`src/inc/wbc_pkg.sv`:
```
// Purpose : Shared constants and types for the LED boost control block
// Assumes : 10 MHz system clock
// Notes   : Times are kept in their own unit; cycle counts derive from them
package wbc_pkg;

  // ----------------------------------------------------------------
  // Clock and timing
  // ----------------------------------------------------------------
  localparam int CLK_HZ          = 10000000;
  localparam int SW_HZ           = 600000;
  localparam int OFF_TIME_US10   = 25000;   // 2.5 ms in 0.1 us units
  localparam int STEP_TIME_US    = 213;     // Soft-start step length
  localparam int HALF_ILIM_US    = 5000;    // 5 ms reduced limit window
  localparam int OFF_CYC  = (OFF_TIME_US10 * (CLK_HZ / 1000000) + 9) / 10;
  localparam int STEP_CYC = STEP_TIME_US * (CLK_HZ / 1000000);
  localparam int HALF_CYC = HALF_ILIM_US * (CLK_HZ / 1000000);
  localparam int SW_DIV   = CLK_HZ / SW_HZ;  // Round down to 16
  localparam int SS_STEPS = 32;
  localparam int OVP_CYC  = 8;

  // ----------------------------------------------------------------
  // Field widths and reset values
  // ----------------------------------------------------------------
  localparam int          REF_W       = 5;
  localparam logic [4:0]  REF_DEFAULT = 5'h1f;  // Full scale, 200 mV
  localparam int          PWM_W       = 8;
  localparam int          CNT_W       = 17;

  // Driver states
  typedef enum logic [2:0] {
    WBC_OFF, WBC_RAMP, WBC_RUN, WBC_FAULT, WBC_OPEN
  } wbc_state_t;

  // Protection inputs from the analog side
  typedef struct packed {
    logic uvlo;       // Input below lockout level (hysteresis analog)
    logic hot;        // Junction over trip (hysteresis analog)
    logic ovp;        // Switch node above overvoltage threshold
    logic fault;      // Other driver fault
  } wbc_prot_t;

  // Controls toward the analog side
  typedef struct packed {
    logic             active;     // Bias and oscillator on
    logic             drv_on;     // Driver enabled
    logic             sw_gate;    // Switch gate drive
    logic             half_ilim;  // Current limit halved
    logic [REF_W-1:0] ref_code;   // Reference step in use
    logic             ref_chop;   // Chopped reference enable
  } wbc_ctl_t;

endpackage

```
`src/rtl/wbc_sync.sv`:
```
// Purpose : Two-flop synchroniser for one level from outside the domain
// Assumes : Single clock, synchronous active-low reset
// Notes   : The first stage feeds only the second
`timescale 1ns/1ps
module wbc_sync (
  input  wire logic i_clk,     // System clock
  input  wire logic i_rst_n,   // Sync reset, active low
  input  wire logic i_d,       // Asynchronous level
  output logic      o_q        // Synchronised level
);
  logic s1;
  logic next_s1;
  logic next_q;

  // ----------------------------------------------------------------
  // Stages
  // ----------------------------------------------------------------
  // Next values
  always_comb begin
    next_s1 = i_d;
    next_q  = s1;
  end

  // Registers
  always_ff @(posedge i_clk) begin
    if (!i_rst_n) begin
      s1  <= 1'b0;
      o_q <= 1'b0;
    end else begin
      s1  <= next_s1;
      o_q <= next_q;
    end
  end
endmodule

```
`src/rtl/wbc_swclk.sv`:
```
// Purpose : Switching-rate enable and PWM gate for the boost switch
// Assumes : 10 MHz clock, enable pulse once per switching period
// Notes   : Gate is high for the first part of each period
`timescale 1ns/1ps
module wbc_swclk (
  input  wire logic i_clk,     // System clock
  input  wire logic i_rst_n,   // Sync reset, active low
  input  wire logic i_run,     // Switching allowed
  output logic      o_tick,    // One pulse per switching period
  output logic      o_gate     // Switch gate pattern
);
  localparam int DW = $clog2(wbc_pkg::SW_DIV);
  localparam logic [DW-1:0] LAST = DW'(wbc_pkg::SW_DIV - 1);
  localparam logic [DW-1:0] HALF = DW'(wbc_pkg::SW_DIV / 2);

  logic [DW-1:0] cnt;
  logic [DW-1:0] next_cnt;
  logic          next_tick;
  logic          next_gate;

  // ----------------------------------------------------------------
  // Divider
  // ----------------------------------------------------------------
  // Period counter and gate
  always_comb begin
    next_cnt  = (!i_run || cnt == LAST) ? '0 : cnt + 1'b1;
    next_tick = i_run && (cnt == LAST);
    next_gate = i_run && (next_cnt < HALF);
  end

  always_ff @(posedge i_clk) begin
    if (!i_rst_n) begin
      cnt    <= '0;
      o_tick <= 1'b0;
      o_gate <= 1'b0;
    end else begin
      cnt    <= next_cnt;
      o_tick <= next_tick;
      o_gate <= next_gate;
    end
  end
endmodule

```
`src/rtl/wbc_top.sv`:
```
// Purpose : Enable, shutdown, soft start and protection of LED boost
// Assumes : 10 MHz clock; control pin asynchronous; analog hysteresis
// Notes   : Register bits arrive as plain ports, no bus in this block
`timescale 1ns/1ps

// Functional notes
// - Standby: bias and oscillator off; register and monitor paths kept.
// - Active while bus power present or LED driver on.
// - Driver enabled by enable bit or by the control pin.
// - Control pin is edge sensitive; host keeps it low at power-up.
// - Enable bit set means control pin is ignored; in open-LED shutdown a pin rising edge still returns the state to off.
// - Bit clear and pin low over 2.5 ms shuts driver down.
// - Feedback reference from five-bit code, default full scale 200 mV.
// - Fault disables driver, clears bit, holds until pin low 2.5 ms.
// - Input undervoltage shuts driver and switch; restarts on recovery.
// - Over-temperature shuts down; released automatically on cooling.
// - Soft start ramps reference in 32 steps of 213 us.
// - Switch current limit halved for 5 ms after ramp start.
// - Overvoltage for eight switching cycles turns switch off, shuts down.
// - After open-LED shutdown, restart needs a pin or bit toggle.
// - Pin steady high regulates to register reference, 0 to 200 mV.
// - PWM on pin chops reference at its duty, then filtered.
// - Switch runs PWM at fixed 600 kHz; the divide by 16 gives 625 kHz.
module wbc_top (
  input  wire logic             i_clk,         // System clock 10 MHz
  input  wire logic             i_rst_n,       // Sync reset, active low
  input  wire logic             i_ctrl_pin,    // Dimming control pin
  input  wire logic             i_enable_bit,  // Driver enable bit value
  input  wire logic             i_enable_wr,   // Pulse: enable bit written
  input  wire logic [4:0]       i_ref_code,    // Feedback reference code
  input  wire logic             i_bus_power,   // Bus power present
  input  wire wbc_pkg::wbc_prot_t i_prot,      // Protection comparators
  output wbc_pkg::wbc_ctl_t     o_ctl,         // Controls to power stage
  output wbc_pkg::wbc_state_t   o_state,       // Driver state
  output logic                  o_clr_enable   // Pulse: clear enable bit
);

  // ----------------------------------------------------------------
  // Input synchronisation
  // ----------------------------------------------------------------
  logic ctrl_s;
  logic bus_s;
  logic uvlo_s;
  logic hot_s;
  logic ovp_s;
  logic flt_s;

  wbc_sync u_sync_ctrl (.i_clk(i_clk), .i_rst_n(i_rst_n),
                        .i_d(i_ctrl_pin), .o_q(ctrl_s));
  wbc_sync u_sync_bus  (.i_clk(i_clk), .i_rst_n(i_rst_n),
                        .i_d(i_bus_power), .o_q(bus_s));
  wbc_sync u_sync_uvlo (.i_clk(i_clk), .i_rst_n(i_rst_n),
                        .i_d(i_prot.uvlo), .o_q(uvlo_s));
  wbc_sync u_sync_hot  (.i_clk(i_clk), .i_rst_n(i_rst_n),
                        .i_d(i_prot.hot), .o_q(hot_s));
  wbc_sync u_sync_ovp  (.i_clk(i_clk), .i_rst_n(i_rst_n),
                        .i_d(i_prot.ovp), .o_q(ovp_s));
  wbc_sync u_sync_flt  (.i_clk(i_clk), .i_rst_n(i_rst_n),
                        .i_d(i_prot.fault), .o_q(flt_s));

  // ----------------------------------------------------------------
  // Switching clock
  // ----------------------------------------------------------------
  logic sw_tick;
  logic sw_gate;
  logic sw_run;

  wbc_swclk u_swclk (.i_clk(i_clk), .i_rst_n(i_rst_n), .i_run(sw_run),
                     .o_tick(sw_tick), .o_gate(sw_gate));

  // ----------------------------------------------------------------
  // State
  // ----------------------------------------------------------------
  localparam int            CW        = wbc_pkg::CNT_W;
  localparam logic [CW-1:0] OFF_LAST  = CW'(wbc_pkg::OFF_CYC);
  localparam logic [CW-1:0] STEP_LAST = CW'(wbc_pkg::STEP_CYC - 1);
  localparam logic [CW-1:0] HALF_LAST = CW'(wbc_pkg::HALF_CYC - 1);
  localparam logic [5:0] SS_LAST = 6'(wbc_pkg::SS_STEPS - 1);
  localparam logic [3:0] OVP_LAST = 4'(wbc_pkg::OVP_CYC);

  wbc_pkg::wbc_state_t state, next_state;
  logic                        ctrl_d, next_ctrl_d;
  logic                        bit_d, next_bit_d;
  logic [wbc_pkg::CNT_W-1:0]   low_cnt, next_low_cnt;
  logic                        low_long, next_low_long;
  logic [wbc_pkg::CNT_W-1:0]   step_cnt, next_step_cnt;
  logic [5:0]                  ss_idx, next_ss_idx;
  logic [wbc_pkg::CNT_W-1:0]   half_cnt, next_half_cnt;
  logic                        half_on, next_half_on;
  logic [3:0]                  ovp_cnt, next_ovp_cnt;
  logic                        next_clr_en;
  logic                        prot_off, next_prot_off;
  wbc_pkg::wbc_ctl_t           next_ctl;

  logic ctrl_rise;
  logic bit_rise;
  logic want_on;
  logic protect;
  logic start_edge;

  // Request decoding
  always_comb begin
    ctrl_rise = ctrl_s && !ctrl_d;
    bit_rise  = i_enable_bit && !bit_d;
    // Bit wins; otherwise pin edge starts and holds driver
    want_on   = i_enable_bit || (ctrl_s || !low_long);
    protect   = uvlo_s || hot_s;
    start_edge = bit_rise || (ctrl_rise && !i_enable_bit);
  end

  // Low-time measurement of the control pin
  always_comb begin
    next_ctrl_d = ctrl_s;
    next_bit_d  = i_enable_bit;
    if (ctrl_s) begin
      next_low_cnt  = '0;
      next_low_long = 1'b0;
    end else if (low_cnt >= OFF_LAST) begin
      next_low_cnt  = low_cnt;
      next_low_long = 1'b1;
    end else begin
      next_low_cnt  = low_cnt + 1'b1;
      next_low_long = low_long;
    end
  end

  // Driver state machine
  always_comb begin
    next_state    = state;
    next_clr_en   = 1'b0;
    next_step_cnt = step_cnt;
    next_ss_idx   = ss_idx;
    next_half_cnt = half_cnt;
    next_half_on  = half_on;
    next_ovp_cnt  = ovp_cnt;
    next_prot_off = prot_off;
    unique case (state)
      wbc_pkg::WBC_OFF: begin
        // Fresh edge, or automatic return once protection releases
        if (!protect && (start_edge || (prot_off && want_on))) begin
          next_state    = wbc_pkg::WBC_RAMP;
          next_step_cnt = '0;
          next_ss_idx   = '0;
          next_half_cnt = '0;
          next_half_on  = 1'b1;
          next_ovp_cnt  = '0;
          next_prot_off = 1'b0;
        end else if (!want_on) begin
          next_prot_off = 1'b0;
        end
      end
      wbc_pkg::WBC_RAMP, wbc_pkg::WBC_RUN: begin
        if (state == wbc_pkg::WBC_RAMP) begin
          if (step_cnt == STEP_LAST) begin
            next_step_cnt = '0;
            if (ss_idx == SS_LAST)
              next_state = wbc_pkg::WBC_RUN;
            else
              next_ss_idx = ss_idx + 1'b1;
          end else begin
            next_step_cnt = step_cnt + 1'b1;
          end
        end
        if (half_on) begin
          if (half_cnt == HALF_LAST)
            next_half_on = 1'b0;
          else
            next_half_cnt = half_cnt + 1'b1;
        end
        if (sw_tick)
          next_ovp_cnt = ovp_s ? ovp_cnt + 1'b1 : '0;
        if (flt_s) begin
          next_state  = wbc_pkg::WBC_FAULT;
          next_clr_en = 1'b1;
        end else if (next_ovp_cnt >= OVP_LAST) begin
          next_state  = wbc_pkg::WBC_OPEN;
        end else if (protect) begin
          // Remember the cause so release restarts the driver
          next_state    = wbc_pkg::WBC_OFF;
          next_prot_off = 1'b1;
        end else if (!want_on) begin
          next_state  = wbc_pkg::WBC_OFF;
        end
      end
      wbc_pkg::WBC_FAULT: begin
        next_clr_en = 1'b0;
        if (low_long)
          next_state = wbc_pkg::WBC_OFF;
      end
      wbc_pkg::WBC_OPEN: begin
        // A fresh edge of pin or bit, or bit clear with pin low 2.5 ms, leads back
        if (bit_rise || ctrl_rise || (!i_enable_bit && low_long))
          next_state = wbc_pkg::WBC_OFF;
      end
      default: next_state = wbc_pkg::WBC_OFF;
    endcase
  end

  // Outputs to the power stage
  always_comb begin
    sw_run = (state == wbc_pkg::WBC_RAMP) || (state == wbc_pkg::WBC_RUN);
    next_ctl.active    = bus_s || sw_run
                         || (next_state == wbc_pkg::WBC_RAMP);
    next_ctl.drv_on    = sw_run;
    next_ctl.sw_gate   = sw_run && sw_gate && !protect;
    next_ctl.half_ilim = sw_run && half_on;
    // Ramp limits the code; steady code follows the register
    if (state == wbc_pkg::WBC_RAMP && ss_idx[4:0] < i_ref_code)
      next_ctl.ref_code = ss_idx[4:0];
    else
      next_ctl.ref_code = sw_run ? i_ref_code : '0;
    next_ctl.ref_chop  = sw_run && (i_enable_bit || ctrl_s);
  end

  // Registers
  always_ff @(posedge i_clk) begin
    if (!i_rst_n) begin
      state        <= wbc_pkg::WBC_OFF;
      ctrl_d       <= 1'b0;
      bit_d        <= 1'b0;
      low_cnt      <= '0;
      low_long     <= 1'b1;
      step_cnt     <= '0;
      ss_idx       <= '0;
      half_cnt     <= '0;
      half_on      <= 1'b0;
      ovp_cnt      <= '0;
      prot_off     <= 1'b0;
      o_ctl        <= '0;
      o_state      <= wbc_pkg::WBC_OFF;
      o_clr_enable <= 1'b0;
    end else begin
      state        <= next_state;
      ctrl_d       <= next_ctrl_d;
      bit_d        <= next_bit_d;
      low_cnt      <= next_low_cnt;
      low_long     <= next_low_long;
      step_cnt     <= next_step_cnt;
      ss_idx       <= next_ss_idx;
      half_cnt     <= next_half_cnt;
      half_on      <= next_half_on;
      ovp_cnt      <= next_ovp_cnt;
      prot_off     <= next_prot_off;
      o_ctl        <= next_ctl;
      o_state      <= next_state;
      o_clr_enable <= next_clr_en;
    end
  end

  // ----------------------------------------------------------------
  // Assertions
  // ----------------------------------------------------------------
  property p_bit_priority;
    @(posedge i_clk) disable iff (!i_rst_n)
      (sw_run && i_enable_bit && !flt_s && !protect
       && !ovp_s) |=> state != wbc_pkg::WBC_OFF;
  endproperty
  a_bit_priority: assert property (p_bit_priority)
    else $error("Enable bit did not hold driver on");

  property p_low_shut;
    @(posedge i_clk) disable iff (!i_rst_n)
      (sw_run && !i_enable_bit && low_long && !flt_s)
      |=> state inside {wbc_pkg::WBC_OFF, wbc_pkg::WBC_OPEN};
  endproperty
  a_low_shut: assert property (p_low_shut)
    else $error("Driver not shut after long low");

  property p_fault_clear;
    @(posedge i_clk) disable iff (!i_rst_n)
      (sw_run && flt_s) |=> (state == wbc_pkg::WBC_FAULT) && o_clr_enable;
  endproperty
  a_fault_clear: assert property (p_fault_clear)
    else $error("Fault did not latch and clear enable");

  property p_fault_hold;
    @(posedge i_clk) disable iff (!i_rst_n)
      (state == wbc_pkg::WBC_FAULT && !low_long)
      |=> state == wbc_pkg::WBC_FAULT;
  endproperty
  a_fault_hold: assert property (p_fault_hold)
    else $error("Fault released early");

  property p_protect_gate;
    @(posedge i_clk) disable iff (!i_rst_n)
      protect |=> !o_ctl.sw_gate;
  endproperty
  a_protect_gate: assert property (p_protect_gate)
    else $error("Switch on under protection");

  property p_hot_off;
    @(posedge i_clk) disable iff (!i_rst_n)
      (sw_run && hot_s && !flt_s && !ovp_s) |=> state == wbc_pkg::WBC_OFF;
  endproperty
  a_hot_off: assert property (p_hot_off)
    else $error("Over-temperature did not shut down");

  property p_ramp_steady;
    @(posedge i_clk) disable iff (!i_rst_n)
      (state == wbc_pkg::WBC_RAMP && step_cnt != STEP_LAST
       && $past(state) == wbc_pkg::WBC_RAMP) |=> $stable(ss_idx);
  endproperty
  a_ramp_steady: assert property (p_ramp_steady)
    else $error("Ramp step changed early");

  property p_open_latch;
    @(posedge i_clk) disable iff (!i_rst_n)
      (state == wbc_pkg::WBC_OPEN && !bit_rise && !ctrl_rise && !low_long)
      |=> state == wbc_pkg::WBC_OPEN;
  endproperty
  a_open_latch: assert property (p_open_latch)
    else $error("Open shutdown left without toggle");

  property p_active;
    @(posedge i_clk) disable iff (!i_rst_n)
      bus_s |=> o_ctl.active;
  endproperty
  a_active: assert property (p_active)
    else $error("Not active with bus power");

  c_ramp_done:  cover property (@(posedge i_clk)
                  state == wbc_pkg::WBC_RUN);
  c_fault:      cover property (@(posedge i_clk)
                  state == wbc_pkg::WBC_FAULT);
  c_open:       cover property (@(posedge i_clk)
                  state == wbc_pkg::WBC_OPEN);
  c_pin_off:    cover property (@(posedge i_clk)
                  state == wbc_pkg::WBC_RUN ##1 state == wbc_pkg::WBC_OFF);
endmodule

```
`config.mk`:
```
export PLATFORM = sky130hd
export DESIGN_NAME = wbc_top
export DESIGN_NICKNAME = d
export VERILOG_FILES = /design/src/inc/wbc_pkg.sv /design/src/rtl/wbc_sync.sv /design/src/rtl/wbc_swclk.sv /design/src/rtl/wbc_top.sv
export SDC_FILE = /design/constraint.sdc
export NUM_CORES = 1
export LEC_CHECK = 0
export BUFFER_PORTS_ARGS = -buffer_cell sky130_fd_sc_hd__buf_2
export CORE_ASPECT_RATIO = 1.25
export CORE_MARGIN = 2
export CORE_UTILIZATION = 50
export CTS_CLUSTER_SIZE = 20
export DETAILED_ROUTE_END_ITERATION = 7
export PLACE_DENSITY = 0.68
export SYNTH_ARGS = -nofsm -noshare
export SYNTH_HDL_FRONTEND = slang
export SYNTH_SLANG_ARGS = --single-unit
```
`constraint.sdc`:
```
create_clock -name i_clk -period 3.6 [get_ports i_clk]
set_clock_uncertainty 0.05 [all_clocks]
set_input_delay 0.9 -clock i_clk [delete_from_list [all_inputs] [get_ports i_clk]]
set_output_delay 0.9 -clock i_clk [all_outputs]
set_load 0.03 [all_outputs]
```
==> metrics <==
Antenna Cells 0; DR pass1 iterations 4; CTS tree yes; final hold vios 0; global route total overflow 0; Ports 29; worst skew pair latency 0.38 ns; H-tree lvl count 3; setup violators final 0; Post-Place Cell Area between 0.004 and 0.005 mm2; clock-pin slew on the worst setup and hold paths 0.10 ns; post-synth top area share 43.7%; sequential share of the synthesized area 43.7%; largest net degree at the start of global routing 38; Slew @ Worst Pin 0.674 ns; fin crit share 72.8%; Root Driver clkbuf_8; most common cell in the netlist dfxtp_1; die height 110 um; maximum fanout along the worst path 17; Synth area leaders dfxtp_1 (44%), nor2_1 (5.4%), xnor2_1 (5.1%); Final Wtd Congestion 0.853; Syn Inst Count 505; Final #Nets between 500 and 600; Worst setup EP type register; cts repair resizes 0; final critical-path required period ~2.6 ns; Sink Count 98; die area 0.00975 mm2; Slowest-stage cell, CP nand2_1; hpwl dp 6000 um; critical path's top delay family compound AO/OA/AOI/OAI gates; CP Cell Sequence buf_2, and2b_2, o311a_2, nand2_1, buf_4, a21boi_0, o41ai_1; Req. time, crit path around 3.8 ns; post-route ant nets 0; CP max stage delay 0.45 ns; Commonest cells post-synth dfxtp_1 (98), nor2_1 (65), nand3_1 (32); postcts setup bufs 0; Std-Cell Rows 38; Lkg Pwr around 1.8 nW; CP Launch Type input port; Synth Warn # 0; Detailed Route WL 8660 um; initial DRC count 208; synth-to-layout area growth 8.56%; Worst Path Arrival 2.82 ns; final instance area approximately 0.0049 mm2; Synth Cell Area 0.00449 mm2; kind of critical path in -> reg; Clock Path Buffers 2; first-pass GRT wire length 14400 um; FILL cells 784; relative slew slack a little over half; syn avg cell area 8.88 um2; Yosys reg bits 98; vias in the first global route around 3200; number of distinct library cells after synthesis 60; Primary FF master, synth dfxtp_1; vias post-DR 3522; I/O Buffers 27; post-synth top area cell dfxtp_1; setup TNS 0 ns; Cell Pwr Density between 400 and 500 mW/mm2; max-slew violations 0; VDD IR-drop max 0.000273 V; per-cell routed wire length 13.2 um; status completed; WP buf/inv 2; Core ar. 0.00870 mm2; GRT Total Usage 19.0%; number of enable flip-flop cells after synthesis 0; initial antenna violation count 0; routed vias/inst 5.39; residual DRC count 0; Initial Util 51.6%; RSZ-0062 raised after global routing false; FMAX 0.382 GHz; layout cells sized above 1 approximately an eighth; Die Wd about 89 um; asr flop ratio synth 0%; TritonCTS Buffers 9; Hold WC Path Type reg -> reg; Max Cap Violations 0; Mapped Nets 532; hold_buf cts 0
## placed cells by master, fill, tap and decap left out, drive strengths merged, types with 15 or more instances in the layout
cell and n:
buf 31, nor2 65, dfxtp 98, nand4 16
and2 21, inv 21, o21ai 19, nor3 15
nand2 32, xor2 19, xnor2 26, nand3 32
## flip-flops by register name (all words and copies together), names as in the netlist, 3 cells and up
| register | flops |
|---|---|
| state | 3 |
| low_cnt | 17 |
| u_swclk.cnt | 4 |
| o_ctl | 10 |
| step_cnt | 17 |
| ss_idx | 6 |
| half_cnt | 17 |
| ovp_cnt | 4 |
## where the power goes
part / total, mW / switching, mW / internal [mW]
clock network: 0.656 / 0.400 / 0.255
registers: 1.13 / 0.0236 / 1.11
logic: 0.183 / 0.119 / 0.0640
total: 1.97 / 0.543 / 1.43
## worst paths after layout
path                          start        endpoint  slack [ns]  cells past startpoint
setup / recovery       i_enable_bit        o_ctl[9]        0.98                      7
hold / removal    u_sync_ovp.next_q  u_sync_ovp.o_q        0.39                      1
setup reg to reg    u_sync_ctrl.o_q        o_ctl[9]        1.19                      6
hold reg to reg   u_sync_ovp.next_q  u_sync_ovp.o_q        0.39                      1
## cell families (layout without fill, tap and decap cells)
logic type	after synthesis	count (layout)	share of synthesized area, %
adders and majority gates	12	12	3.35
AOI/OAI and AO/OA	75	75	11.7
buffers and inverters	38	67	4.13
and+or+nand+nor	233	233	27.5
muxes	4	4	0.892
xor gates and xnor gates	45	45	8.78
DFF	98	98	43.7
## worst reg2reg max path, cell delays in order, from the launching register on
cell and delay [ns]:
dfxtp_1 0.44, nor3b_1 0.25, o311a_2 0.27, nand2_1 0.37, buf_4 0.31, a21boi_0 0.16, o41ai_1 0.43
## area by class of cell
| cell class | instances | area, um2 | area share, % |
|---|---|---|---|
| Clock buffer | 9 | 124 | 2.54 |
| Multi-Input combinational cell | 369 | 2340 | 48.0 |
| Clock inverter | 7 | 55.1 | 1.13 |
| Timing Repair Buffer | 31 | 165 | 3.39 |
| Inverter | 20 | 75.1 | 1.54 |
| Sequential cell | 98 | 1960 | 40.3 |
| Tap cell | 120 | 150 | 3.08 |
## routing by layer
metal  GRT usage (%)  up-vias  part of all wire (%)
li1                -     1805                     -
met1            23.1     1660                    46
met2            30.8       48                    48
met3            6.31        9                   3.4
met4            7.68        0                   1.7
met5               0        -                     0
## stage by stage
step                power (mW)  util [%]  hold slack, ns  setup slack [ns]  instances
finish                    1.97      56.0           0.392             0.981        654
global placement          1.34      53.9           0.370             0.669        638
CTS                       2.00      56.0           0.399              1.01        654
global route              2.07      56.0           0.412             0.757        654
floorplan                 1.29         -           0.362              1.16        505
detailed placement        1.34      53.9           0.376             0.599        638
Power figures use the tool's default switching activity.
